$ cat config.mk
export PLATFORM = sky130hd
export DESIGN_NAME = sensmon_regs
export DESIGN_NICKNAME = d
export VERILOG_FILES = /design/src/logic/sensmon_pkg.sv /design/src/logic/word_formatter.sv /design/src/logic/sensmon_regs.sv
export SDC_FILE = /design/constraint.sdc
export NUM_CORES = 1
export LEC_CHECK = 0
export CORE_AREA = 4 4 89 91
export DETAILED_ROUTE_END_ITERATION = 10
export DIE_AREA = 0 0 93 95
export DONT_BUFFER_PORTS = 1
export PLACE_DENSITY = 0.69
export RECOVER_POWER = 50
export SYNTH_ARGS = -nofsm -noshare
export SYNTH_HDL_FRONTEND = slang
export SYNTH_SLANG_ARGS = --single-unit
$ cat constraint.sdc
create_clock -name clk -period 5.9 [get_ports clk]
set_input_delay 1.77 -clock clk [delete_from_list [all_inputs] [get_ports clk]]
set_output_delay 1.77 -clock clk [all_outputs]
set_load 0.05 [all_outputs]
$ cat src/logic/sensmon_pkg.sv
// Package for the sensor monitor register group.
// Assumes an APB slave with byte offsets scaled to word addresses.
package sensmon_pkg;
   // ***************************************************************
   // Register indices and byte addresses
   // ***************************************************************
   localparam logic [7:0] IDX_BUFFER_FILL_STATUS    = 8'h01;
   localparam logic [7:0] IDX_ACCUMULATION_PROGRESS = 8'h02;
   localparam logic [7:0] IDX_CHAN0_SUM_LOW         = 8'h08;
   localparam logic [7:0] IDX_CHAN0_SUM_HIGH        = 8'h09;
   localparam logic [7:0] IDX_CHAN1_SUM_LOW         = 8'h0A;
   localparam logic [7:0] IDX_CHAN1_SUM_HIGH        = 8'h0B;
   localparam logic [7:0] IDX_OUTPUT_WORD_FORMAT    = 8'h28;
   localparam logic [7:0] IDX_SUMMING_ENABLE        = 8'h30;
   localparam logic [7:0] IDX_WINDOW_COMPARE_ENABLE = 8'h37;
   localparam logic [7:0] IDX_SEQUENCE_CONTROL      = 8'h10;
   localparam int         ADDR_LSB                  = 2;
   // ***************************************************************
   // Field codes and widths
   // ***************************************************************
   localparam logic [1:0] FMT_PLAIN_A   = 2'h0;
   localparam logic [1:0] FMT_CHAN_ID   = 2'h1;
   localparam logic [1:0] FMT_CHAN_VLD  = 2'h2;
   localparam logic [3:0] SUM_OFF_CODE  = 4'h0;
   localparam logic [3:0] SUM_ON_CODE   = 4'hF;
   localparam logic [2:0] CHAN_ID_ZERO  = 3'h0;
   localparam logic [2:0] CHAN_ID_ONE   = 3'h1;
   localparam logic [4:0] FILL_MAX      = 5'h10;
   localparam logic [7:0] BYTE_ZERO     = 8'h00;
   localparam logic [31:0] WORD_ZERO    = 32'h0000_0000;

   // Conversion sample entering the buffer
   typedef struct packed
   {
      logic [11:0] result;
      logic        chan;
      logic        valid;
   } sample_t;
endpackage

$ cat src/logic/word_formatter.sv
// Builds one 16-bit buffer word from a conversion sample.
// Assumes the format code is held stable by the register block.
`timescale 1ns/1ns
`default_nettype none
module word_formatter
   import sensmon_pkg::*;
(
   input  wire logic [1:0]  fmt,
   input  wire sample_t     smp,
   output logic      [15:0] word
);
   // ***************************************************************
   // Format mux
   // ***************************************************************
   // Channel identifier from the channel bit
   logic [2:0] chan_id;
   assign chan_id = smp.chan ? CHAN_ID_ONE : CHAN_ID_ZERO;

   // Codes 00 and 11 both pad with zeros
   always_comb
   begin
      if (fmt == FMT_CHAN_ID)
         word = {smp.result, chan_id, 1'b0};
      else if (fmt == FMT_CHAN_VLD)
         word = {smp.result, chan_id, smp.valid};
      else
         word = {smp.result, 4'h0};
   end
endmodule
`default_nettype wire

$ cat src/logic/sensmon_regs.sv
// Register group: buffer word format, fill status, accumulator, window
// comparator enable. Assumes APB master, datapath pulses synchronous.
//
// Functional notes
// - Formats 00/11: result then four zeros
// - Format 01: result, channel id, spare bit
// - Format 10: result, channel id, valid flag
// - Fill count field reports 0 to 16
// - Status and sums clear on resets, kick
// - Accumulator runs only at code 1111
// - Channel zero sum bytes at 08/09
// - Channel one sum bytes at 0A/0B
// - Sums-done count of finished accumulations
// - Window comparator on when bit set
// - Reserved bits always read zero
//
// The APB register port was chosen for this implementation.
`timescale 1ns/1ns
`default_nettype none
module sensmon_regs
   import sensmon_pkg::*;
(
   input  wire logic        clk,
   input  wire logic        rst,
   input  wire logic        gcall_reset,
   input  wire logic        psel,
   input  wire logic        penable,
   input  wire logic        pwrite,
   input  wire logic [11:0] paddr,
   input  wire logic [31:0] pwdata,
   input  wire logic [3:0]  pstrb,
   output logic             pready,
   output logic      [31:0] prdata,
   output logic             pslverr,
   input  wire logic        sample_strobe,
   input  wire sample_t     sample_in,
   input  wire logic        sum_done,
   input  wire logic [15:0] chan0_sum_in,
   input  wire logic [15:0] chan1_sum_in,
   output logic             buf_write,
   output logic      [15:0] buf_word,
   output logic             summing_on,
   output logic             window_cmp_on,
   output logic             sequence_kick
);
   // ***************************************************************
   // Bus decode
   // ***************************************************************
   logic [7:0] idx;          // Word index of the access
   logic       wr_take;      // Write takes effect this edge
   logic       rd_take;      // Read data captured this edge
   logic       any_clear;    // Status clear condition
   logic [1:0] output_word_format;
   logic [3:0] summing_on_code;
   logic [4:0] filled_entry_count;
   logic [3:0] sums_done_count;
   logic [15:0] chan0_sum;
   logic [15:0] chan1_sum;
   logic [15:0] next_word;   // Formatted word for the buffer
   logic [31:0] next_rdata;  // Read mux result

   assign idx     = paddr[ADDR_LSB+7:ADDR_LSB];
   assign wr_take = psel & penable & pwrite & pready;
   assign rd_take = psel & penable & ~pwrite & pready;
   // Kick is a write of one to bit 0 of the control word
   assign any_clear = gcall_reset | (wr_take & pstrb[0] &
                      (idx == IDX_SEQUENCE_CONTROL) & pwdata[0]);

   // One wait state: ready in the access phase's second cycle
   always_ff @(posedge clk)
   begin
      if (rst)
         pready <= 1'b0;
      else
         pready <= psel & penable & ~pready;
   end

   // Unmapped index answers with an error
   always_ff @(posedge clk)
   begin
      if (rst)
         pslverr <= 1'b0;
      else
         pslverr <= psel & penable & ~pready &
                    ~(idx == IDX_BUFFER_FILL_STATUS ||
                      idx == IDX_ACCUMULATION_PROGRESS ||
                      idx == IDX_CHAN0_SUM_LOW ||
                      idx == IDX_CHAN0_SUM_HIGH ||
                      idx == IDX_CHAN1_SUM_LOW ||
                      idx == IDX_CHAN1_SUM_HIGH ||
                      idx == IDX_OUTPUT_WORD_FORMAT ||
                      idx == IDX_SUMMING_ENABLE ||
                      idx == IDX_WINDOW_COMPARE_ENABLE ||
                      idx == IDX_SEQUENCE_CONTROL);
   end

   // ***************************************************************
   // Writable registers
   // ***************************************************************
   // Only low byte lane carries data; read-only indices fall through
   always_ff @(posedge clk)
   begin
      if (rst)
      begin
         output_word_format <= FMT_PLAIN_A;
         summing_on_code    <= SUM_OFF_CODE;
         window_cmp_on      <= 1'b0;
      end
      else if (wr_take && pstrb[0])
      begin
         if (idx == IDX_OUTPUT_WORD_FORMAT)
            output_word_format <= pwdata[1:0];
         else if (idx == IDX_SUMMING_ENABLE)
            summing_on_code <= pwdata[3:0];
         else if (idx == IDX_WINDOW_COMPARE_ENABLE)
            window_cmp_on <= pwdata[0];
      end
   end

   // Kick pulse to the sequencer, one cycle
   always_ff @(posedge clk)
   begin
      if (rst)
         sequence_kick <= 1'b0;
      else
         sequence_kick <= any_clear & ~gcall_reset;
   end

   // Reserved codes leave the accumulator off
   always_ff @(posedge clk)
   begin
      if (rst)
         summing_on <= 1'b0;
      else
         summing_on <= (summing_on_code == SUM_ON_CODE);
   end

   // ***************************************************************
   // Status registers
   // ***************************************************************
   // Fill count saturates at 16; clear wins since it restarts
   always_ff @(posedge clk)
   begin
      if (rst || any_clear)
         filled_entry_count <= 5'h00;
      else if (sample_strobe && filled_entry_count != FILL_MAX)
         filled_entry_count <= filled_entry_count + 5'h01;
   end

   // Sums and count follow the accumulator datapath while enabled
   always_ff @(posedge clk)
   begin
      if (rst || any_clear)
      begin
         sums_done_count <= 4'h0;
         chan0_sum       <= 16'h0000;
         chan1_sum       <= 16'h0000;
      end
      else if (sum_done && summing_on)
      begin
         sums_done_count <= sums_done_count + 4'h1;
         chan0_sum       <= chan0_sum_in;
         chan1_sum       <= chan1_sum_in;
      end
   end

   // ***************************************************************
   // Buffer word path
   // ***************************************************************
   word_formatter word_formatter_inst
   (
      .fmt  (output_word_format),
      .smp  (sample_in),
      .word (next_word)
   );

   // Registered so the buffer sees a clean word and strobe
   always_ff @(posedge clk)
   begin
      if (rst)
      begin
         buf_write <= 1'b0;
         buf_word  <= 16'h0000;
      end
      else
      begin
         buf_write <= sample_strobe;
         buf_word  <= next_word;
      end
   end

   // ***************************************************************
   // Read mux
   // ***************************************************************
   // Upper bits stay zero for every register
   always_comb
   begin
      next_rdata = WORD_ZERO;
      if (idx == IDX_BUFFER_FILL_STATUS)
         next_rdata[4:0] = filled_entry_count;
      else if (idx == IDX_ACCUMULATION_PROGRESS)
         next_rdata[3:0] = sums_done_count;
      else if (idx == IDX_CHAN0_SUM_LOW)
         next_rdata[7:0] = chan0_sum[7:0];
      else if (idx == IDX_CHAN0_SUM_HIGH)
         next_rdata[7:0] = chan0_sum[15:8];
      else if (idx == IDX_CHAN1_SUM_LOW)
         next_rdata[7:0] = chan1_sum[7:0];
      else if (idx == IDX_CHAN1_SUM_HIGH)
         next_rdata[7:0] = chan1_sum[15:8];
      else if (idx == IDX_OUTPUT_WORD_FORMAT)
         next_rdata[1:0] = output_word_format;
      else if (idx == IDX_SUMMING_ENABLE)
         next_rdata[3:0] = summing_on_code;
      else if (idx == IDX_WINDOW_COMPARE_ENABLE)
         next_rdata[0] = window_cmp_on;
   end

   // Read data latched with the ready edge
   always_ff @(posedge clk)
   begin
      if (rst)
         prdata <= WORD_ZERO;
      else if (psel && penable && !pwrite && !pready)
         prdata <= next_rdata;
   end
endmodule
`default_nettype wire

==> results of run 1 <==
layer usage:
| metal | up-vias | GRT usage | routed length [um] |
|---|---|---|---|
| li1 | 1297 | - | - |
| met1 | 1181 | 0.213 | 3200 |
| met2 | 104 | 0.251 | 3360 |
| met3 | 8 | 0.0765 | 876 |
| met4 | 0 | 0.0623 | 83 |
| met5 | - | 0 | 0 |
power by group:
group          switching (mW)  leakage (nW)  internal, mW
logic                  0.0545         0.481        0.0128
registers              0.0242         0.608         0.512
clock network           0.191        0.0978         0.219
worst paths after layout:
path	start	to	slack [ns]
max	paddr[9]	chan0_sum[14]$_SDFFE_PP0P_	2.74
min	chan0_sum[0]$_SDFFE_PP0P_	chan0_sum[0]$_SDFFE_PP0P_	0.45
max reg2reg	pready$_SDFF_PP0_	chan0_sum[14]$_SDFFE_PP0P_	3.54
min reg2reg	chan0_sum[0]$_SDFFE_PP0P_	chan0_sum[0]$_SDFFE_PP0P_	0.45
worst register-to-register path, stage by stage (launching register included):
cell and delay, ns:
dfxtp_1 0.72, and3_1 0.25, nand3_1 0.14, or4b_1 0.60, nand2_4 0.40, a21oi_1 0.11
flip-flops by register name, summed over array words and instances (netlist names):
| signal | flops |
|---|---|
| chan0_sum | 16 |
| chan1_sum | 16 |
| buf_word | 14 |
| prdata | 8 |
| filled_entry_count | 5 |
| summing_on_code | 4 |
| sums_done_count | 4 |
| output_word_format | 2 |
| buf_write | 1 |
| pready | 1 |
| pslverr | 1 |
| sequence_kick | 1 |
| summing_on | 1 |
| window_cmp_on | 1 |
area by class of cell:
cell class	instances	area (sq um)
multi-input cells	300	1700
fillers	752	3590
well taps	99	124
inverters	3	11.3
clock buffers	11	151
clock inverters	5	61.3
flip-flops and latches	75	1500
kinds of logic (layout without fill, tap and decap cells):
logic type	count (synthesis)	in the layout	synth area share
xor gates and xnor gates	8	8	0.0202
muxes	18	18	0.0605
buffers and inverters	53	19	0.0994
DFF	75	75	0.432
and+or+nand+nor	170	170	0.238
other	1	26	0.00108
AOI/OAI and AO/OA	75	75	0.137
adders and majority gates	3	3	0.0108
synthesized netlist by cell type (2+ instances only):
library cell,n
nand2_1,83
dfxtp_1,75
a21oi_1,32
buf_4,27
nor2_1,26
nor2b_1,18
clkbuf_1,14
mux2i_1,12
a21oi_2,10
o22ai_1,9
nor3_1,8
nor4_1,6
a22oi_1,5
nand3_1,5
nand4_1,5
o21ai_0,5
xor2_1,5
buf_6,4
mux2_2,4
nand2b_1,4
o31ai_1,4
and3_1,3
buf_2,3
ha_1,3
inv_1,3
o211ai_1,3
xnor2_1,3
mux4_2,2
nor3b_1,2
stage by stage:
stage	total power [mW]	util	setup WS, ns	cell area, sq um
2_1_floorplan	0.635	-	2.81	3570
3_5_place_dp	0.616	0.470	2.53	3360
5_1_grt	1.04	0.497	2.61	3540
4_1_cts	1.03	0.500	2.92	3570
3_3_place_gp	0.615	0.470	2.58	3360
6_report	1.01	0.497	2.74	3540
==> impl_results.md, run 1 <==
* Outcome: finished, final reports clean
* CP bufs+invs at 0
* Synth Flop Type: dfxtp_1
* Crit path max-delay family: simple AND/OR/NAND/NOR gates
* Sequential element share of the synthesized area at 0.432
* Crit-path max cell delay at 0.55 ns
* Row count at 31
* Total gr overflow at 0
* Worst hold stages at 2
* Layout cells sized above 1 at 0.0863
* Clk buf depth at 2
* Initial Utilization at 0.487
* Final hold vios at 0
* Drt drc at 0
* Largest net degree at the start of global routing at 42
* Post-CTS Resized at 0
* FMAX at 0.317 GHz
* Setup TNS at 0 ns
* Max_cap viols at 0
* Total CTS buffers at 9
* Final Setup Violations at 0
* Clk_lat worst skew at 0.35 ns
* Initial antenna violation count at 0
* Number of synthesized flops with an enable pin at 0
* First-pass GRT wire length at 11,600 um
* Fin crit share at 0.535
* H-tree depth at 3
* WL/cell at 15.2 um
* Share of the synthesized area in the top cell type at 0.432
* Critical path depth at 5
* Core area at 7140 sq um
* Area of the mapped netlist at 3470 sq um
* Critical Path RT at 6.11 ns
* Clk_skew at 0.00628 ns
* CTS root buf: clkbuf_8
* CP Capture Type: register
* Number of global-route vias before repair at 2,405
* Hold_ws at 0.454 ns
* # diodes at 0
* Final wirelength at 7520 um
* Width of the die at 93 um
* Arr. time, crit path at 3.37 ns
* I/O pins at 156
* Critical Setup Path Class: input pin to register
* Synth cell types at 49
* Routability Congestion at 0.831
* CP max-delay cell: or4b_1
* RSZ-0062 raised after global routing: no
* Most common cell after layout, fill and taps aside: nand2_1
* Leakage at 1.19 nW
* Die ar. at 8840 sq um
* Fin cells at 493
* Worst-path fanout max at 41
* Largest cells by area after synthesis: dfxtp_1 43%, nand2_1 9.0%, buf_4 5.8%
* Die Y at 95 um
* Initial DRC Count at 92
* Placed cells at 477
* Vias per inst at 5.25
* Routed Antenna Nets at 0
* # hold bufs at CTS at 0
* Most frequent cells in the layout: 83 x nand2_1, 75 x dfxtp_1, 32 x a21oi_1
* FF-to-FF path depth at 5
* Slew Limit Fails at 0
* First-pass iteration count of the detailed router at 4
* Pwr dens at 286 nW/um^2
* Worst-path clk slew at 0.08 ns
* Via count at 2,590
* Max-slew headroom at the worst pin at 0.205
* DP HPWL at 5490 um
* Critical Path Source Type: input pin
* Area delta synth->final at 2.05%
* Synth area leader: dfxtp_1
* Mean Syn Cell Area at 8.62 sq um
* Post-route minimum period at 3.16 ns
* Crit-path cells: nor4b_1 > nand2_1 > or4b_1 > nand2_4 > a21oi_1
* Asr flop ratio synth at 0
* All-Layer GR Usage at 0.168
* Nets at 494
* Gate Count Post-Synth at 403
* CTS tree: yes
* Yosys warning total at 0
* Number of synthesized register bits at 75
* Slew of the pin with the lowest slew margin at 1.19 ns
* Hold Path Class: register to register
* Setup Buffers After CTS at 0
* Sink Count at 75
* VDD IR-drop max at 0.000152 V
* PortBufs at 0
No activity file was read; power rests on OpenSTA's default activity.
==> run 2: changes to the inputs <==
Settings changed: PLACE_DENSITY 0.69 to 0.71.
Clock period 5.9 ns to 2.8 ns, I/O delays scaled along.
==> impl_results.md, run 2 (synthesis gave the netlist of run 1 again) <==
* Fin crit share at 0.810
* Vias per inst at 5.30 (+0.96%)
* Pwr dens at 644 nW/um^2 (+130%)
* Fin cells at 497 (+0.81%)
* Initial DRC Count at 110 (+20%)
* Final Cell Area at 3620 sq um (+2.1%)
* Clk buf depth at 2 (unchanged)
* Worst-path fanout max at 41 (unchanged)
* VDD IR-drop max at 0.000449 V (+190%)
* Largest net degree at the start of global routing at 42 (unchanged)
* RSZ-0062 raised after global routing: no
* Setup TNS at 0 ns (unchanged)
* Most common cell after layout, fill and taps aside: nand2_1
* # diodes at 0 (unchanged)
* CP Capture Type: register
* Final WS setup at 0.533 ns (-2.21 ns)
* Max-slew headroom at the worst pin at 0.597 (+0.392)
* DP Worst Slack at 0.367 ns (-2.17 ns)
* WL/cell at 15.5 um (+1.8%)
* Util after Layout at 0.507 (+0.0103)
* All-Layer GR Usage at 0.175 (+0.00664)
* Area delta synth->final at 4.18%
* Number of global-route vias before repair at 2,496 (+3.8%)
* Most frequent cells in the layout: 83 x nand2_1, 75 x dfxtp_1, 32 x a21oi_1
* # hold bufs at CTS at 0 (unchanged)
* Initial antenna violation count at 0 (unchanged)
* Largest regs: chan0_sum (16), chan1_sum (16), buf_word (14)
* Reg-to-reg setup timing slack at 0.66 ns (-2.88 ns)
* Row count at 31 (unchanged)
* Placed cells at 481 (+0.84%)
* I/O pins at 156 (unchanged)
* Total CTS buffers at 9 (unchanged)
* Layout cells sized above 1 at 0.0905 (+0.00416)
* Slew of the pin with the lowest slew margin at 0.599 ns (-0.593 ns)
* Routability Congestion at 0.869 (+4.6%)
* Hold Path Class: register to register
* Critical Path RT at 3.01 ns (-3.10 ns)
* Clk_lat worst skew at 0.34 ns (about the same)
* First-pass GRT wire length at 12,100 um (+4.1%)
* CTS tree: yes
* Width of the die at 93 um (unchanged)
* CTS root buf: clkbuf_8
* First-pass iteration count of the detailed router at 4 (unchanged)
* Via count at 2,636 (+1.8%)
* Post-CTS Resized at 0 (unchanged)
* Worst-path clk slew at 0.07 ns (about the same)
* Outcome: finished, final reports clean
* Nets at 498 (+0.81%)
* PortBufs at 0 (unchanged)
* Die Y at 95 um (unchanged)
* DP HPWL at 5670 um (+3.3%)
* Clk_skew at 0.00749 ns (+0.00121 ns)
* Total gr overflow at 0 (unchanged)
* Initial Utilization at 0.487 (unchanged)
* Final wirelength at 7710 um (+2.6%)
* Setup Buffers After CTS at 0 (unchanged)
* FMAX at 0.441 GHz
* Die ar. at 8840 sq um (unchanged)
* H-tree depth at 3 (unchanged)
* Critical Setup Path Class: input pin to register
* Final Setup Violations at 0 (unchanged)
* Sink Count at 75 (unchanged)
* Final hold vios at 0 (unchanged)
* Leakage at 1.24 nW (+4.2%)
* Slew Limit Fails at 0 (unchanged)
* Arr. time, crit path at 2.47 ns (-0.90 ns)
* Core area at 7140 sq um (unchanged)
* Drt drc at 0 (unchanged)
* Critical Path Source Type: input pin
* Routed Antenna Nets at 0 (unchanged)
* Placed cell area at 3390 sq um (+0.89%)
* Post-route minimum period at 2.27 ns
* Max_cap viols at 0 (unchanged)
[run 2: cell count changes in the layout (fill, tap and decap cells not counted)]
cell        change
clkinv_2        +1
clkinvlp_4      -3
clkbuf_8        -2
buf_4           +4
bufinv_16       +3
clkinv_4        -1
clkbuf_1        +2
[run 2: path summary, 6_finish.rpt]
kind | start | endpoint | depth (start not counted)
worst max-delay path | paddr[9] | chan1_sum[10]$_SDFFE_PP0P_ | 5
worst min-delay path | chan1_sum[6]$_SDFFE_PP0P_ | chan1_sum[6]$_SDFFE_PP0P_ | 2
worst max register to register | pready$_SDFF_PP0_ | chan1_sum[10]$_SDFFE_PP0P_ | 6
worst min register to register | chan1_sum[6]$_SDFFE_PP0P_ | chan1_sum[6]$_SDFFE_PP0P_ | 2
[run 2: final cells by class]
cell class / instances / area, sq um
Multi-Input combinational cell: 300 / 1700
Clock inverter: 5 / 125
Fill cell: 713 / 3520
Sequential cell: 75 / 1500
Timing Repair Buffer: 4 / 30.0
Inverter: 3 / 11.3
Clock buffer: 11 / 131
Tap cell: 99 / 124
[run 2: critical path, stage by stage]
cell	delay, ns
nor4b_1	0.45
nand2_1	0.09
or4b_1	0.56
nand2_4	0.42
a21oi_1	0.10
[run 2: per-stage QoR]
stage                     total power, mW  hold WS, ns
final                                2.33        0.458
after global routing                 2.40        0.477
after global placement               1.30        0.441
after floorplan                      1.34        0.430
after CTS                            2.35        0.457
after detailed placement             1.30        0.446
[run 2: metal layers]
layer	vias up	global-route usage	part of all wire
met1	1201	0.225	0.43
li1	1310	-	-
met3	7	0.0685	0.11
met2	118	0.271	0.46
met4	0	0.0549	0.010
met5	-	0	0
[run 2: power breakdown]
part	total, mW	internal, mW	switching, mW
logic	0.146	0.0283	0.118
registers	1.13	1.08	0.0484
clock network	1.06	0.681	0.374
total	2.33	1.79	0.540
